--- config.mk ---
export PLATFORM = sky130hd
export DESIGN_NAME = zaol_core
export DESIGN_NICKNAME = d
export VERILOG_FILES = /design/src/rtl/zaol_pkg.sv /design/src/rtl/zaol_core.sv /design/src/rtl/zaol_tick.sv /design/src/rtl/zaol_sync.sv
export SDC_FILE = /design/constraint.sdc
export NUM_CORES = 1
export LEC_CHECK = 0
export ABC_AREA = 1
export BUFFER_PORTS_ARGS = -buffer_cell sky130_fd_sc_hd__buf_2
export CAP_MARGIN = 20
export CORE_ASPECT_RATIO = 2
export CORE_MARGIN = 2
export CORE_UTILIZATION = 57
export DETAILED_ROUTE_END_ITERATION = 6
export PLACE_DENSITY = 0.77
export SYNTH_ARGS = -nofsm -noshare
export SYNTH_HDL_FRONTEND = slang
export SYNTH_SLANG_ARGS = --single-unit
--- constraint.sdc ---
create_clock -name clk -period 3 [get_ports clk]
set_input_delay 0.45 -clock clk [delete_from_list [all_inputs] [get_ports clk]]
set_output_delay 0.45 -clock clk [all_outputs]
set_load 0.1 [all_outputs]
--- src/rtl/zaol_pkg.sv ---
/*
  package for the zone alarm output logic: widths, modes, defaults, timing counts.
  assumes a 50 MHz system clock.
*/
package zaol_pkg;
  localparam int ZONES = 8;
  localparam int CLK_HZ = 50000000;
  localparam int TICK_S = 1;
  localparam int TICK_CYC = CLK_HZ * TICK_S;
  localparam int PULSE_S = 3;
  localparam int TIME_W = 8;
  localparam logic [TIME_W-1:0] PULSE_SECS = 8'h03;
  localparam logic [TIME_W-1:0] TIMED_DEF_SECS = 8'h3C;
  localparam int FLASH_HZ = 2;
  localparam int FLASH_CYC = CLK_HZ / (2 * FLASH_HZ);
  localparam int LAMP_STEP_S = 1;
  localparam int DIAG_STEPS = 3;
  localparam int MODE_W = 3;
  localparam logic [MODE_W-1:0] MODE_NONLATCH = 3'h0;
  localparam logic [MODE_W-1:0] MODE_LATCHED = 3'h1;
  localparam logic [MODE_W-1:0] MODE_PULSED = 3'h2;
  localparam logic [MODE_W-1:0] MODE_TIMED = 3'h3;
  localparam logic [MODE_W-1:0] MODE_SOUNDER = 3'h4;
  localparam logic [MODE_W-1:0] MODE_DEF = MODE_LATCHED;
  localparam logic [63:0] MAP_DEF = 64'h8040201008040201;
  // digital control input functions
  localparam int DIN_ACK = 0;
  localparam int DIN_RESET = 1;
  localparam int DIN_LAMP = 2;
  localparam int DIN_SHUNT = 3;
endpackage

--- src/rtl/zaol_core.sv ---
/*
  zone alarm output logic: eight zones, mapping matrix, eight mode-driven outputs,
  zone leds with flash, power-up and input-driven lamp test.
  assumes zone alarm levels already decoded from the loops, active-low push
  buttons and control inputs from pins, and configuration presented on cfg_*
  with cfg_valid high once the storage is loaded.
*/
`timescale 1ns/10ps
module zaol_core
  import zaol_pkg::*;
#(
  parameter int N = ZONES,
  parameter int TICK = TICK_CYC,
  parameter int FLASH = FLASH_CYC
) (
  input wire logic clk,
  input wire logic rst_b,
  input wire logic [N-1:0] loop_short,
  input wire logic [N-1:0] loop_open,
  input wire logic [N-1:0] zone_btn_b,
  input wire logic [3:0] din_b,
  input wire logic cfg_valid,
  input wire logic [N*MODE_W-1:0] cfg_mode,
  input wire logic [N*TIME_W-1:0] cfg_time,
  input wire logic [N*N-1:0] cfg_map,
  output logic [N-1:0] out_on,
  output logic [N-1:0] led_green,
  output logic [N-1:0] led_red,
  output logic [N-1:0] led_yellow,
  output logic sounder,
  output logic run
);
  // ------------------------------------------------------------
  // input conditioning
  // ------------------------------------------------------------
  logic [N-1:0] short_s, open_s, btn_s;
  logic [3:0] din_s;
  logic tick;

  zaol_sync #(.W(N)) u_sshort (.clk(clk), .rst_b(rst_b), .din(loop_short), .dout(short_s));
  zaol_sync #(.W(N)) u_sopen (.clk(clk), .rst_b(rst_b), .din(loop_open), .dout(open_s));
  zaol_sync #(.W(N), .INIT({N{1'b1}})) u_sbtn (.clk(clk), .rst_b(rst_b), .din(zone_btn_b),
    .dout(btn_s));
  zaol_sync #(.W(4), .INIT(4'hF)) u_sdin (.clk(clk), .rst_b(rst_b), .din(din_b), .dout(din_s));
  zaol_tick #(.CYC(TICK)) u_tick (.clk(clk), .rst_b(rst_b), .tick(tick));

  function automatic logic [MODE_W-1:0] mode_of(input logic [N*MODE_W-1:0] v, input int i);
    mode_of = v[i*MODE_W +: MODE_W];
  endfunction

  // ------------------------------------------------------------
  // configuration and sequencing
  // ------------------------------------------------------------
  typedef enum logic [2:0] {ST_WAIT, ST_YEL, ST_GRN, ST_RED, ST_RUN} zaol_st_e;
  zaol_st_e st_q, st_d;
  logic [N*MODE_W-1:0] mode_q, mode_d;
  logic [N*TIME_W-1:0] dur_q, dur_d;
  logic [N*N-1:0] map_q, map_d;
  logic [1:0] step_q, step_d;
  logic lamp_prev_q, lamp_prev_d;
  logic lamp_act_q, lamp_act_d;

  wire lamp_in = ~din_s[DIN_LAMP];

  always_comb begin
    st_d = st_q;
    mode_d = mode_q;
    dur_d = dur_q;
    map_d = map_q;
    step_d = step_q;
    lamp_prev_d = lamp_in;
    lamp_act_d = lamp_act_q;
    case (st_q)
      ST_WAIT: if (cfg_valid) begin
        mode_d = cfg_mode;
        dur_d = cfg_time;
        map_d = cfg_map;
        st_d = ST_YEL;
      end
      ST_YEL: if (tick) st_d = ST_GRN;
      ST_GRN: if (tick) st_d = ST_RED;
      ST_RED: if (tick) st_d = ST_RUN;
      ST_RUN: begin
        // one-shot lamp test on a fresh activation
        if (lamp_in && !lamp_prev_q && !lamp_act_q) begin
          lamp_act_d = 1'b1;
          step_d = 2'h0;
        end else if (lamp_act_q && tick) begin
          if (step_q == 2'(DIAG_STEPS - 1)) lamp_act_d = 1'b0;
          else step_d = step_q + 2'h1;
        end
      end
      default: st_d = ST_WAIT;
    endcase
  end
  always_ff @(posedge clk or negedge rst_b) begin
    if (!rst_b) begin
      st_q <= ST_WAIT;
      mode_q <= {N{MODE_DEF}};
      dur_q <= {N{TIMED_DEF_SECS}};
      map_q <= MAP_DEF;
      step_q <= 2'h0;
      lamp_prev_q <= 1'b0;
      lamp_act_q <= 1'b0;
    end else begin
      st_q <= st_d;
      mode_q <= mode_d;
      dur_q <= dur_d;
      map_q <= map_d;
      step_q <= step_d;
      lamp_prev_q <= lamp_prev_d;
      lamp_act_q <= lamp_act_d;
    end
  end

  // ------------------------------------------------------------
  // zone state: alarm, acknowledge, reset
  // ------------------------------------------------------------
  logic [N-1:0] alarm, alarm_prev_q, alarm_rise, ack_q, ack_d, red_q, red_d;
  logic [N-1:0] btn_prev_q, press, zreset, zack, snd_q, snd_d;
  logic gack_prev_q, grst_prev_q, gack, grst;
  wire running = (st_q == ST_RUN);

  assign alarm = short_s | open_s;
  assign alarm_rise = alarm & ~alarm_prev_q;
  assign press = ~btn_s & btn_prev_q;
  assign gack = ~din_s[DIN_ACK] & gack_prev_q;
  assign grst = ~din_s[DIN_RESET] & grst_prev_q;

  always_comb begin
    ack_d = ack_q;
    red_d = red_q;
    snd_d = snd_q;
    zack = '0;
    zreset = '0;
    for (int i = 0; i < N; i++) begin
      if (running) begin
        if (alarm_rise[i]) begin
          red_d[i] = 1'b1;
          ack_d[i] = 1'b0; // new alarm flashes again
          snd_d[i] = 1'b1;
        end else if (red_q[i] && !ack_q[i] && (press[i] || gack)) begin
          zack[i] = 1'b1;
          ack_d[i] = 1'b1;
          snd_d[i] = 1'b0;
        end else if (red_q[i] && ack_q[i] && !alarm[i] && (press[i] || grst)) begin
          zreset[i] = 1'b1;
          red_d[i] = 1'b0;
          ack_d[i] = 1'b0;
        end
      end
    end
  end
  always_ff @(posedge clk or negedge rst_b) begin
    if (!rst_b) begin
      ack_q <= '0;
      red_q <= '0;
      snd_q <= '0;
      alarm_prev_q <= '0;
      btn_prev_q <= '1;
      gack_prev_q <= 1'b1;
      grst_prev_q <= 1'b1;
    end else begin
      ack_q <= ack_d;
      red_q <= red_d;
      snd_q <= snd_d;
      alarm_prev_q <= running ? alarm : alarm_prev_q;
      btn_prev_q <= btn_s;
      gack_prev_q <= din_s[DIN_ACK];
      grst_prev_q <= din_s[DIN_RESET];
    end
  end

  // ------------------------------------------------------------
  // mapping matrix and outputs
  // ------------------------------------------------------------
  logic [N-1:0] o_on_q, o_on_d, trig, trig_lvl, o_ack, o_rst;
  logic [TIME_W-1:0] o_cnt_q [N];
  logic [TIME_W-1:0] o_cnt_d [N];

  always_comb begin
    for (int o = 0; o < N; o++) begin
      trig[o] = |(alarm_rise & map_q[o*N +: N]);
      trig_lvl[o] = |(alarm & map_q[o*N +: N]);
      o_ack[o] = |(zack & map_q[o*N +: N]);
      o_rst[o] = |(zreset & map_q[o*N +: N]);
    end
  end
  always_comb begin
    o_on_d = o_on_q;
    for (int o = 0; o < N; o++) begin
      o_cnt_d[o] = o_cnt_q[o];
      if (running) begin
        case (mode_of(mode_q, o))
          MODE_NONLATCH: o_on_d[o] = trig_lvl[o];
          MODE_LATCHED: o_on_d[o] = trig[o] | (o_on_q[o] & ~o_rst[o]);
          MODE_PULSED, MODE_TIMED: begin
            if (trig[o]) begin
              o_on_d[o] = 1'b1;
              o_cnt_d[o] = (mode_of(mode_q, o) == MODE_PULSED) ? PULSE_SECS
                : dur_q[o*TIME_W +: TIME_W];
            end else if (o_rst[o]) begin
              o_on_d[o] = 1'b0;
              o_cnt_d[o] = '0;
            end else if (o_on_q[o] && tick) begin
              if (o_cnt_q[o] <= 8'h01) begin
                o_on_d[o] = 1'b0;
                o_cnt_d[o] = '0;
              end else begin
                o_cnt_d[o] = o_cnt_q[o] - 8'h01;
              end
            end
          end
          MODE_SOUNDER: o_on_d[o] = trig[o] | (o_on_q[o] & ~o_ack[o]);
          default: o_on_d[o] = 1'b0;
        endcase
      end
    end
  end
  always_ff @(posedge clk or negedge rst_b) begin
    if (!rst_b) begin
      o_on_q <= '0;
      for (int o = 0; o < N; o++) o_cnt_q[o] <= '0;
    end else begin
      o_on_q <= o_on_d;
      for (int o = 0; o < N; o++) o_cnt_q[o] <= o_cnt_d[o];
    end
  end

  // ------------------------------------------------------------
  // leds and registered outputs
  // ------------------------------------------------------------
  logic fl_tick, fl_q, fl_d;
  logic [N-1:0] g_q, g_d, r_q, r_d, y_q, y_d;
  logic s_q, s_d, run_q;

  zaol_tick #(.CYC(FLASH)) u_flash (.clk(clk), .rst_b(rst_b), .tick(fl_tick));
  always_comb begin
    fl_d = fl_q ^ fl_tick;
    g_d = ~alarm;
    r_d = red_q & (ack_q | {N{fl_q}});
    y_d = '0; // no disarm state is kept, yellow lights in operation only at lamp test step 0
    s_d = |snd_q;
    case (st_q)
      ST_WAIT: begin g_d = '0; r_d = '0; y_d = '0; s_d = 1'b0; end
      ST_YEL: begin g_d = '0; r_d = '0; y_d = '1; s_d = 1'b0; end
      ST_GRN: begin g_d = '1; r_d = '0; y_d = '0; s_d = 1'b0; end
      ST_RED: begin g_d = '0; r_d = '1; y_d = '0; s_d = 1'b0; end
      default: begin
        if (lamp_act_q) begin
          y_d = {N{step_q == 2'h0}};
          g_d = {N{step_q == 2'h1}};
          r_d = {N{step_q == 2'h2}};
        end
      end
    endcase
  end
  always_ff @(posedge clk or negedge rst_b) begin
    if (!rst_b) begin
      fl_q <= 1'b0;
      g_q <= '0;
      r_q <= '0;
      y_q <= '0;
      s_q <= 1'b0;
      run_q <= 1'b0;
    end else begin
      fl_q <= fl_d;
      g_q <= g_d;
      r_q <= r_d;
      y_q <= y_d;
      s_q <= s_d;
      run_q <= running;
    end
  end

  assign out_on = o_on_q;
  assign led_green = g_q;
  assign led_red = r_q;
  assign led_yellow = y_q;
  assign sounder = s_q;
  assign run = run_q;

  // ------------------------------------------------------------
  // checks
  // ------------------------------------------------------------
  nonlatch_follow_a: assert property (@(posedge clk) disable iff (!rst_b)
    running && mode_of(mode_q, 0) == MODE_NONLATCH |=> o_on_q[0] == $past(trig_lvl[0]))
    else $error("non-latching output does not follow its alarm");
  nonlatch_release_a: assert property (@(posedge clk) disable iff (!rst_b)
    running && mode_of(mode_q, 0) == MODE_NONLATCH && !trig_lvl[0] |=> !o_on_q[0])
    else $error("non-latching output held without alarm");
  latched_hold_a: assert property (@(posedge clk) disable iff (!rst_b)
    running && mode_of(mode_q, 1) == MODE_LATCHED && o_on_q[1] && !o_rst[1] |=> o_on_q[1])
    else $error("latched output dropped without reset");
  pulse_expire_a: assert property (@(posedge clk) disable iff (!rst_b)
    running && mode_of(mode_q, 2) == MODE_PULSED && o_on_q[2] && tick && o_cnt_q[2] == 8'h01
    && !trig[2] |=> !o_on_q[2])
    else $error("pulsed output did not end");
  timed_load_a: assert property (@(posedge clk) disable iff (!rst_b)
    running && mode_of(mode_q, 3) == MODE_TIMED && trig[3] |=> o_on_q[3]
    && o_cnt_q[3] == $past(dur_q[3*TIME_W +: TIME_W]))
    else $error("timed output did not load its duration");
  reset_cuts_a: assert property (@(posedge clk) disable iff (!rst_b)
    running && mode_of(mode_q, 2) == MODE_PULSED && o_rst[2] && !trig[2] |=> !o_on_q[2])
    else $error("zone reset did not cut pulsed output");
  sounder_ack_a: assert property (@(posedge clk) disable iff (!rst_b)
    running && mode_of(mode_q, 4) == MODE_SOUNDER && o_ack[4] && !trig[4] |=> !o_on_q[4])
    else $error("sounder output not silenced by acknowledge");
  reset_ignored_a: assert property (@(posedge clk) disable iff (!rst_b)
    running && red_q[0] && alarm[0] && !alarm_rise[0] |=> red_q[0])
    else $error("red cleared while zone still in alarm");
  ack_steady_a: assert property (@(posedge clk) disable iff (!rst_b)
    zack[0] |=> ack_q[0] ##1 (r_q[0] || lamp_act_q || !red_q[0]))
    else $error("acknowledged zone red not steady");
endmodule // zaol_core

--- src/rtl/zaol_tick.sv ---
/*
  tick generator: one-cycle pulse every CYC clocks, one second with the default CYC.
  assumes a free-running system clock.
*/
`timescale 1ns/10ps
module zaol_tick
  import zaol_pkg::*;
#(
  parameter int CYC = TICK_CYC
) (
  input wire logic clk,
  input wire logic rst_b,
  output logic tick
);
  logic [31:0] cnt_q, cnt_d;
  logic tick_q, tick_d;

  always_comb begin
    tick_d = 1'b0;
    cnt_d = cnt_q + 32'h1;
    if (cnt_q >= 32'(CYC - 1)) begin
      cnt_d = 32'h0;
      tick_d = 1'b1;
    end
  end

  always_ff @(posedge clk or negedge rst_b) begin
    if (!rst_b) begin
      cnt_q <= 32'h0;
      tick_q <= 1'b0;
    end else begin
      cnt_q <= cnt_d;
      tick_q <= tick_d;
    end
  end

  assign tick = tick_q;
endmodule // zaol_tick

--- src/rtl/zaol_sync.sv ---
/*
  two flip-flop synchroniser for a bus of pin levels.
  assumes asynchronous inputs.
*/
`timescale 1ns/10ps
module zaol_sync
  import zaol_pkg::*;
#(
  parameter int W = 8,
  parameter logic [W-1:0] INIT = '0
) (
  input wire logic clk,
  input wire logic rst_b,
  input wire logic [W-1:0] din,
  output logic [W-1:0] dout
);
  logic [W-1:0] s1_q, s2_q;

  always_ff @(posedge clk or negedge rst_b) begin
    if (!rst_b) begin
      s1_q <= INIT;
      s2_q <= INIT;
    end else begin
      s1_q <= din;
      s2_q <= s1_q;
    end
  end

  assign dout = s2_q;
endmodule // zaol_sync

==> metrics, run 1 <==
outcome=finished clean; post-DP HPWL=around 45,000 um; r2r setup slk=~410 ps; Fillers=about 3,100; Slew @ Worst Pin=1010 ps; Final Max Tran Viols=0; Top-Level Pins=~220; Clock Skews=roughly 22 ps; Max-cap violations=0; # nets final=approximately 3,300; Root Buffer=clkbuf_16; Post-CTS Setup Inserts=0; Rel. slew slack=between 30% and 40%; antenna violations before repair=2; Top FF cell, synth=dfrtp_1; Mean Syn Cell Area=between 7 and 8 sq um; worst-skew pair later-pin latency=between 500 and 600 ps; Synth warnings=0; final wirelength=around 63,000 um; Final Power=approximately 0.026 W; FF+latch count, synth=between 400 and 500; CTS sink count=between 400 and 500; area leader, netlist=dfrtp_1; worst hold path class=input pin to flop; GR Overflow Total=0; CTS tree=yes; Mapped Area=between 0.02 and 0.025 sq mm; H-tree depth=2; TritonCTS buffer count=39; fin crit period=roughly 2600 ps; area share of the largest cell type after synthesis=around 39%; die width=roughly 140 um; Req. time, crit path=around 3500 ps; Residual DRC=0; row count=100; vias in the first global route=approximately 20,000; Crit Path Max Fanout=12; Core Footprint=~0.037 sq mm; Die Y=roughly 280 um; DRT antenna net count=0; Peak VDD IR=~880 uV; M1 wire length=roughly 23,000 um; unique cell type count in the Yosys netlist=53; Crit Path Class=flop to flop; post-placement cell count=around 3,500; multi-input logic area=a little under 0.01 sq mm; Critical Path AT=between 3000 and 4000 ps; synth cell count leaders=nand2_1 (1,123), dfrtp_1 (333), nor2_1 (298); Mapped Cells=2,836; Fmax=between 300 and 400 MHz; top routing layer in use=met5; Tcrit/Tclk final=86.4%; Max clock buf depth=3; Clock Pin Slew Worst Setup and Hold Paths=approximately 70 ps; Worst setup EP type=flop; die area=approximately 0.039 sq mm; setup TNS=0 ps; Leak=about 13 nW; routability cong.=approximately 0.96; Total GRT Usage=between 30% and 40%; most common cell in the synthesized netlist=nand2_1; WL met3=3560 um; initial core utilization=approximately 58%; global-route wire length before repair=between 100,000 and 150,000 um; RSZ-0062 raised after global routing=false; Vias=19,749; pwr dens=between 1000 and 1500 mW/mm^2; WL/cell=17.6 um; register area share after synthesis=48.6%; share of cells above drive strength 1=between 15 and 20%; Area contributors post-synth=dfrtp_1 (39%), nand2_1 (20%), dfstp_2 (9.8%), nor2_1 (5.2%), nand3_1 (4.4%); Final setup viols=0; largest net degree at the start of global routing=roughly 110; Post-synth ARST share=100%; Util after Layout=between 60% and 70%; port bufs=between 200 and 250; drt first pass iters=5; DRT iter0 DRCs=between 1,000 and 1,500; Setup crit start kind=flop; wire length on met2=between 30,000 and 40,000 um; Post-synth EDFFs=0; register area=~0.010 sq mm; Via density=approximately 5.5; Final Hold Viols=0; Area growth, synth to finish=15.6%; Cell Count, Final, Fillers Out=between 3,000 and 4,000
-- flip-flops by register name, summed over array words and instances (netlist names), 24 cells and up --
register and flops:
o_cnt_q 64, map_q 64, dur_q 64, mode_q 24, u_flash.cnt_q 32, u_tick.cnt_q 32
-- critical path, cell delays in order, from the launching register on --
cell and delay [ps]:
dfstp_2 540, inv_1 50, nand2_2 170, o21ai_1 340, nand3_1 200, nand2_1 60
nor2_1 260, nand2_2 110, nor2_4 260, nand2_1 100, nand2_1 260, nand2_1 100
nand2_1 90
-- repair_timing --
action,CTS,global route
hold buffers,28,0
endpoints found under the hold margin,93,0
gates resized for setup,0,0
-- power breakdown --
group / switching [W] / total (W) / leakage, nW / internal [W]
Combinational: 0.00807 / 0.0118 / 6.96 / 0.00377
Sequential: 0.00179 / 0.00934 / 5.09 / 0.00754
Clock: 0.00233 / 0.00512 / 0.642 / 0.00280
Total: 0.0122 / 0.0263 / 12.7 / 0.0141
-- area by class of cell --
class,count,area share [%]
Timing Repair Buffer,285,7.26
Clock buffer,46,4.16
Clock inverter,25,1.13
Sequential cell,413,42.0
Antenna cell,1,0.0101
Multi-Input combinational cell,2128,39.5
Inverter,235,3.58
Tap cell,459,2.31
-- cell usage in the layout (no fill, tap or decap), types with 6 or more instances in the layout --
| master | Yosys | routed |
|---|---|---|
| a21boi_4 | 8 | 8 |
| a21oi_1 | 61 | 61 |
| a31oi_1 | 10 | 10 |
| buf_12 | 1 | 8 |
| buf_2 | 18 | 214 |
| buf_4 | 11 | 33 |
| clkbuf_16 | 0 | 39 |
| clkinv_2 | 0 | 7 |
| conb_1 | 1 | 14 |
| dfrtp_1 | 333 | 333 |
| dfstp_2 | 80 | 80 |
| dlygate4sd3_1 | 0 | 28 |
| ha_1 | 21 | 21 |
| inv_1 | 228 | 227 |
| inv_6 | 0 | 6 |
| nand2_1 | 1123 | 1123 |
| nand2_2 | 18 | 18 |
| nand3_1 | 187 | 186 |
| nand4_1 | 15 | 15 |
| nor2_1 | 298 | 298 |
| nor2_2 | 23 | 23 |
| nor2_4 | 16 | 16 |
| nor3_1 | 52 | 52 |
| nor4_1 | 9 | 9 |
| nor4_2 | 8 | 8 |
| o2111ai_1 | 6 | 6 |
| o21ai_0 | 146 | 146 |
| o22ai_1 | 11 | 11 |
| xnor2_1 | 32 | 32 |
| xor2_1 | 24 | 24 |
-- metal layers --
layer / vias to the layer above / global-route usage [%]
met2: 742 / 57.9
met1: 9274 / 36.7
met5: - / 0
met4: 4 / 19.9
li1: 9479 / -
met3: 250 / 4.13
-- worst paths after layout --
kind,from,end,cells after the start
setup / recovery,u_sdin.dout[1],o_cnt_q[47],12
hold / removal,cfg_map[44],map_q[44],3
setup reg to reg,u_sdin.dout[1],o_cnt_q[47],12
hold reg to reg,u_sopen.s1_q[3],u_sopen.dout[3],0
max in group asynchronous,rst_b,dur_q[42],3
min in group asynchronous,rst_b,o_cnt_q[49],2
-- metrics by stage --
step	area (sq um)	setup slack (ps)	hold WS (ps)
5_1_grt	24800	193	64.7
3_3_place_gp	23200	521	331
4_1_cts	24800	473	62.1
2_1_floorplan	21500	1130	154
3_5_place_dp	23200	493	335
6_report	24800	408	74.9
-- logic make-up (layout without fill, tap and decap cells) --
| group | Yosys count | count (layout) | synth area share (%) |
|---|---|---|---|
| xor+xnor | 56 | 56 | 2.28 |
| flops | 413 | 413 | 48.6 |
| compound gates | 272 | 272 | 7.43 |
| simple gates | 1765 | 1765 | 34.4 |
| buf+inv | 308 | 591 | 6.05 |
| other cells | 1 | 15 | 0.0175 |
| fa+ha+maj | 21 | 21 | 1.22 |
(Power assumes the default switching activity.)
==> run 2: changes to the inputs <==
Settings changed: CORE_UTILIZATION 57 to 54.
Clock period 3 ns to 2.3 ns, I/O delays scaled along.
==> run 2 against run 1 <==
The run now ends with negative hold slack left; die area increased by 5.4%; combinational power increased by 39%; critical endpoint is now o_cnt_q[37]; design area increased by 6.3%; fmax increased by 16%; first-iteration DRC count increased by 3.7%; via count increased by 3.0%; clock power increased by 36%; non-clock buffer count increased by 139; core utilization increased by 0.35 points.
==> metrics, run 2 (same netlist as run 1, synthesis figures left out) <==
dpl ws=around 7.7 ps; CTS tree=yes; WHS=-3.68 ps; Slowest cell on crit path=nor2_2; Peak VDD IR=between 1000 and 1500 uV; RSZ-0062 raised after global routing=false; Clock Skews=between 20 and 30 ps; DRT iter0 DRCs=1,316; Regs by FF count=dur_q x64, map_q x64, o_cnt_q x64; Final Hold Viols=1; pwr dens=1350 mW/mm^2; worst hold path class=input pin to flop; CTS sink count=~410; cell family with most CP delay=simple AND/OR/NAND/NOR gates; Final setup viols=0; Final Max Tran Viols=0; DRT antenna net count=0; gr busiest metal=met2; Worst setup EP type=flop; Internal=0.0196 W; die width=145 um; antenna violations before repair=0; Final Power=roughly 0.036 W; initial core utilization=between 50% and 60%; Util after Layout=between 60% and 70%; Core Footprint=around 0.039 sq mm; final setup margin=roughly 60 ps; largest net degree at the start of global routing=~110; TritonCTS buffer count=38; Crit Path Max Fanout=9; violated checks=negative hold slack; most frequent cells in the layout=nand2_1 (1,119), dfrtp_1 (331), nor2_1 (292), inv_1 (227), buf_2 (214); met2 Usage GRT=between 50% and 60%; Top-Level Pins=217; port bufs=around 220; die area=between 0.04 and 0.05 sq mm; Tcrit/Tclk final=a little over nine tenths; Leak=between 10 and 15 nW; drt first pass iters=6; Buf/Inv on CP=2; dpl cell area=0.0238 sq mm; Sequential Power Share=between 30% and 40%; met3 GRT Util=under 10%; Setup crit start kind=flop; Req. time, crit path=~2800 ps; GR Overflow Total=0; met1 GRT Util=34.5%; # nets final=around 3,400; Fmax=roughly 450 MHz; fin crit period=2240 ps; Die Y=~290 um; Area growth, synth to finish=22.9%; WL/cell=16.9 um; Max clock buf depth=3; Residual DRC=0; Via density=about 5.4; routability cong.=0.987; commonest non-fill, non-tap cell in the layout=nand2_1; vias in the first global route=20,430; Switch Pwr=between 0.015 and 0.02 W; Total GRT Usage=between 30% and 40%; post-DP HPWL=~46,000 um; Crit Path Class=flop to flop; clock share of power=19.6%; Critical Path Max Stage Delay=between 500 and 600 ps; H-tree depth=2; crit path cell chain=nor2_4, nor2_2, inv_1, o22ai_1, nor2_1, nand2_2, nor2_4, buf_4, a21boi_4, nand2_1, nand2_1; outcome=complete, but fails checks; Switching Fraction=44.9%; Critical Path AT=~2700 ps; Comb pwr share=46.1%; Vias=20,337; Inserted Diodes=0; final instance area=roughly 0.026 sq mm; setup TNS=0 ps; final wirelength=64,000 um; global-route wire length before repair=103,000 um; worst-skew pair later-pin latency=around 570 ps; Fillers=3,229; share of cells above drive strength 1=17.7%; Root Buffer=clkbuf_16; Rel. slew slack=between 40 and 50%; Slew @ Worst Pin=816 ps; Clock Pin Slew Worst Setup and Hold Paths=70 ps; Max-cap violations=0; row count=103
## run 2: cell count changes in the layout (fill, tap and decap cells not counted), sizes merged
cell / delta
buf: +74
dlygate4sd3: +65
inv: -6
clkbuf: +4
bufinv: +3
clkinv: -2
diode: -1
nand2: +1
nor2: +1
## run 2: layer usage
metal / share of wire [%] / vias up
met3: 6.1 / 261
li1: - / 9755
met5: 0 / -
met1: 36 / 9459
met2: 51 / 862
met4: 6.7 / 0
## run 2: final cells by class
cell class / instances / area (sq um) / area share (%)
Inverter: 235 / 892 / 3.38
Sequential cell: 413 / 10400 / 39.5
Tap cell: 525 / 657 / 2.49
Timing Repair Buffer: 424 / 3140 / 11.9
Clock inverter: 20 / 284 / 1.08
Clock buffer: 50 / 1090 / 4.12
Multi-Input combinational cell: 2130 / 9900 / 37.5
## run 2: stage by stage
stage                     cells  hold slack [ps]
after global placement     3613              333
after global routing       3797             6.49
after CTS                  3776            0.762
after floorplan            2849             49.4
after detailed placement   3613              335
final                      3797            -3.68
## run 2: what timing repair did
| action | CTS | global route |
|---|---|---|
| gates cloned | 0 | 2 |
| hold endpoints to repair | 127 | 0 |
| resized for setup | 1 | 20 |
| setup endpoints to repair | 3 | 71 |
| hold buffers | 93 | 0 |
| setup buffers | 0 | 19 |
| pin swaps | 0 | 11 |
## run 2: worst min-delay path: stages
cell and delay, ps:
buf_2 100, nand2_1 50, nand2_1 50
## run 2: power by group through the flow
stage / Combinational [W] / Sequential, W / Clock (W)
floorplan: 0.0107 / 0.0126 / 0
global placement: 0.0154 / 0.0121 / 0
detailed placement: 0.0158 / 0.0121 / 0
CTS: 0.0161 / 0.0121 / 0.00706
global route: 0.0182 / 0.0124 / 0.00738
finish: 0.0164 / 0.0122 / 0.00697
## run 2: final timing paths
check	endpoint	slack (ps)	cells after the start	from
max in group asynchronous	dur_q[2]	1080	3	rst_b
worst max-delay path	o_cnt_q[37]	60	11	u_sshort.dout[2]
worst min register to register	u_sbtn.dout[6]	350	0	u_sbtn.s1_q[6]
worst max register to register	o_cnt_q[37]	60	11	u_sshort.dout[2]
worst min-delay path	dur_q[5]	-4	3	cfg_time[5]
min in group asynchronous	u_tick.cnt_q[13]	350	2	rst_b
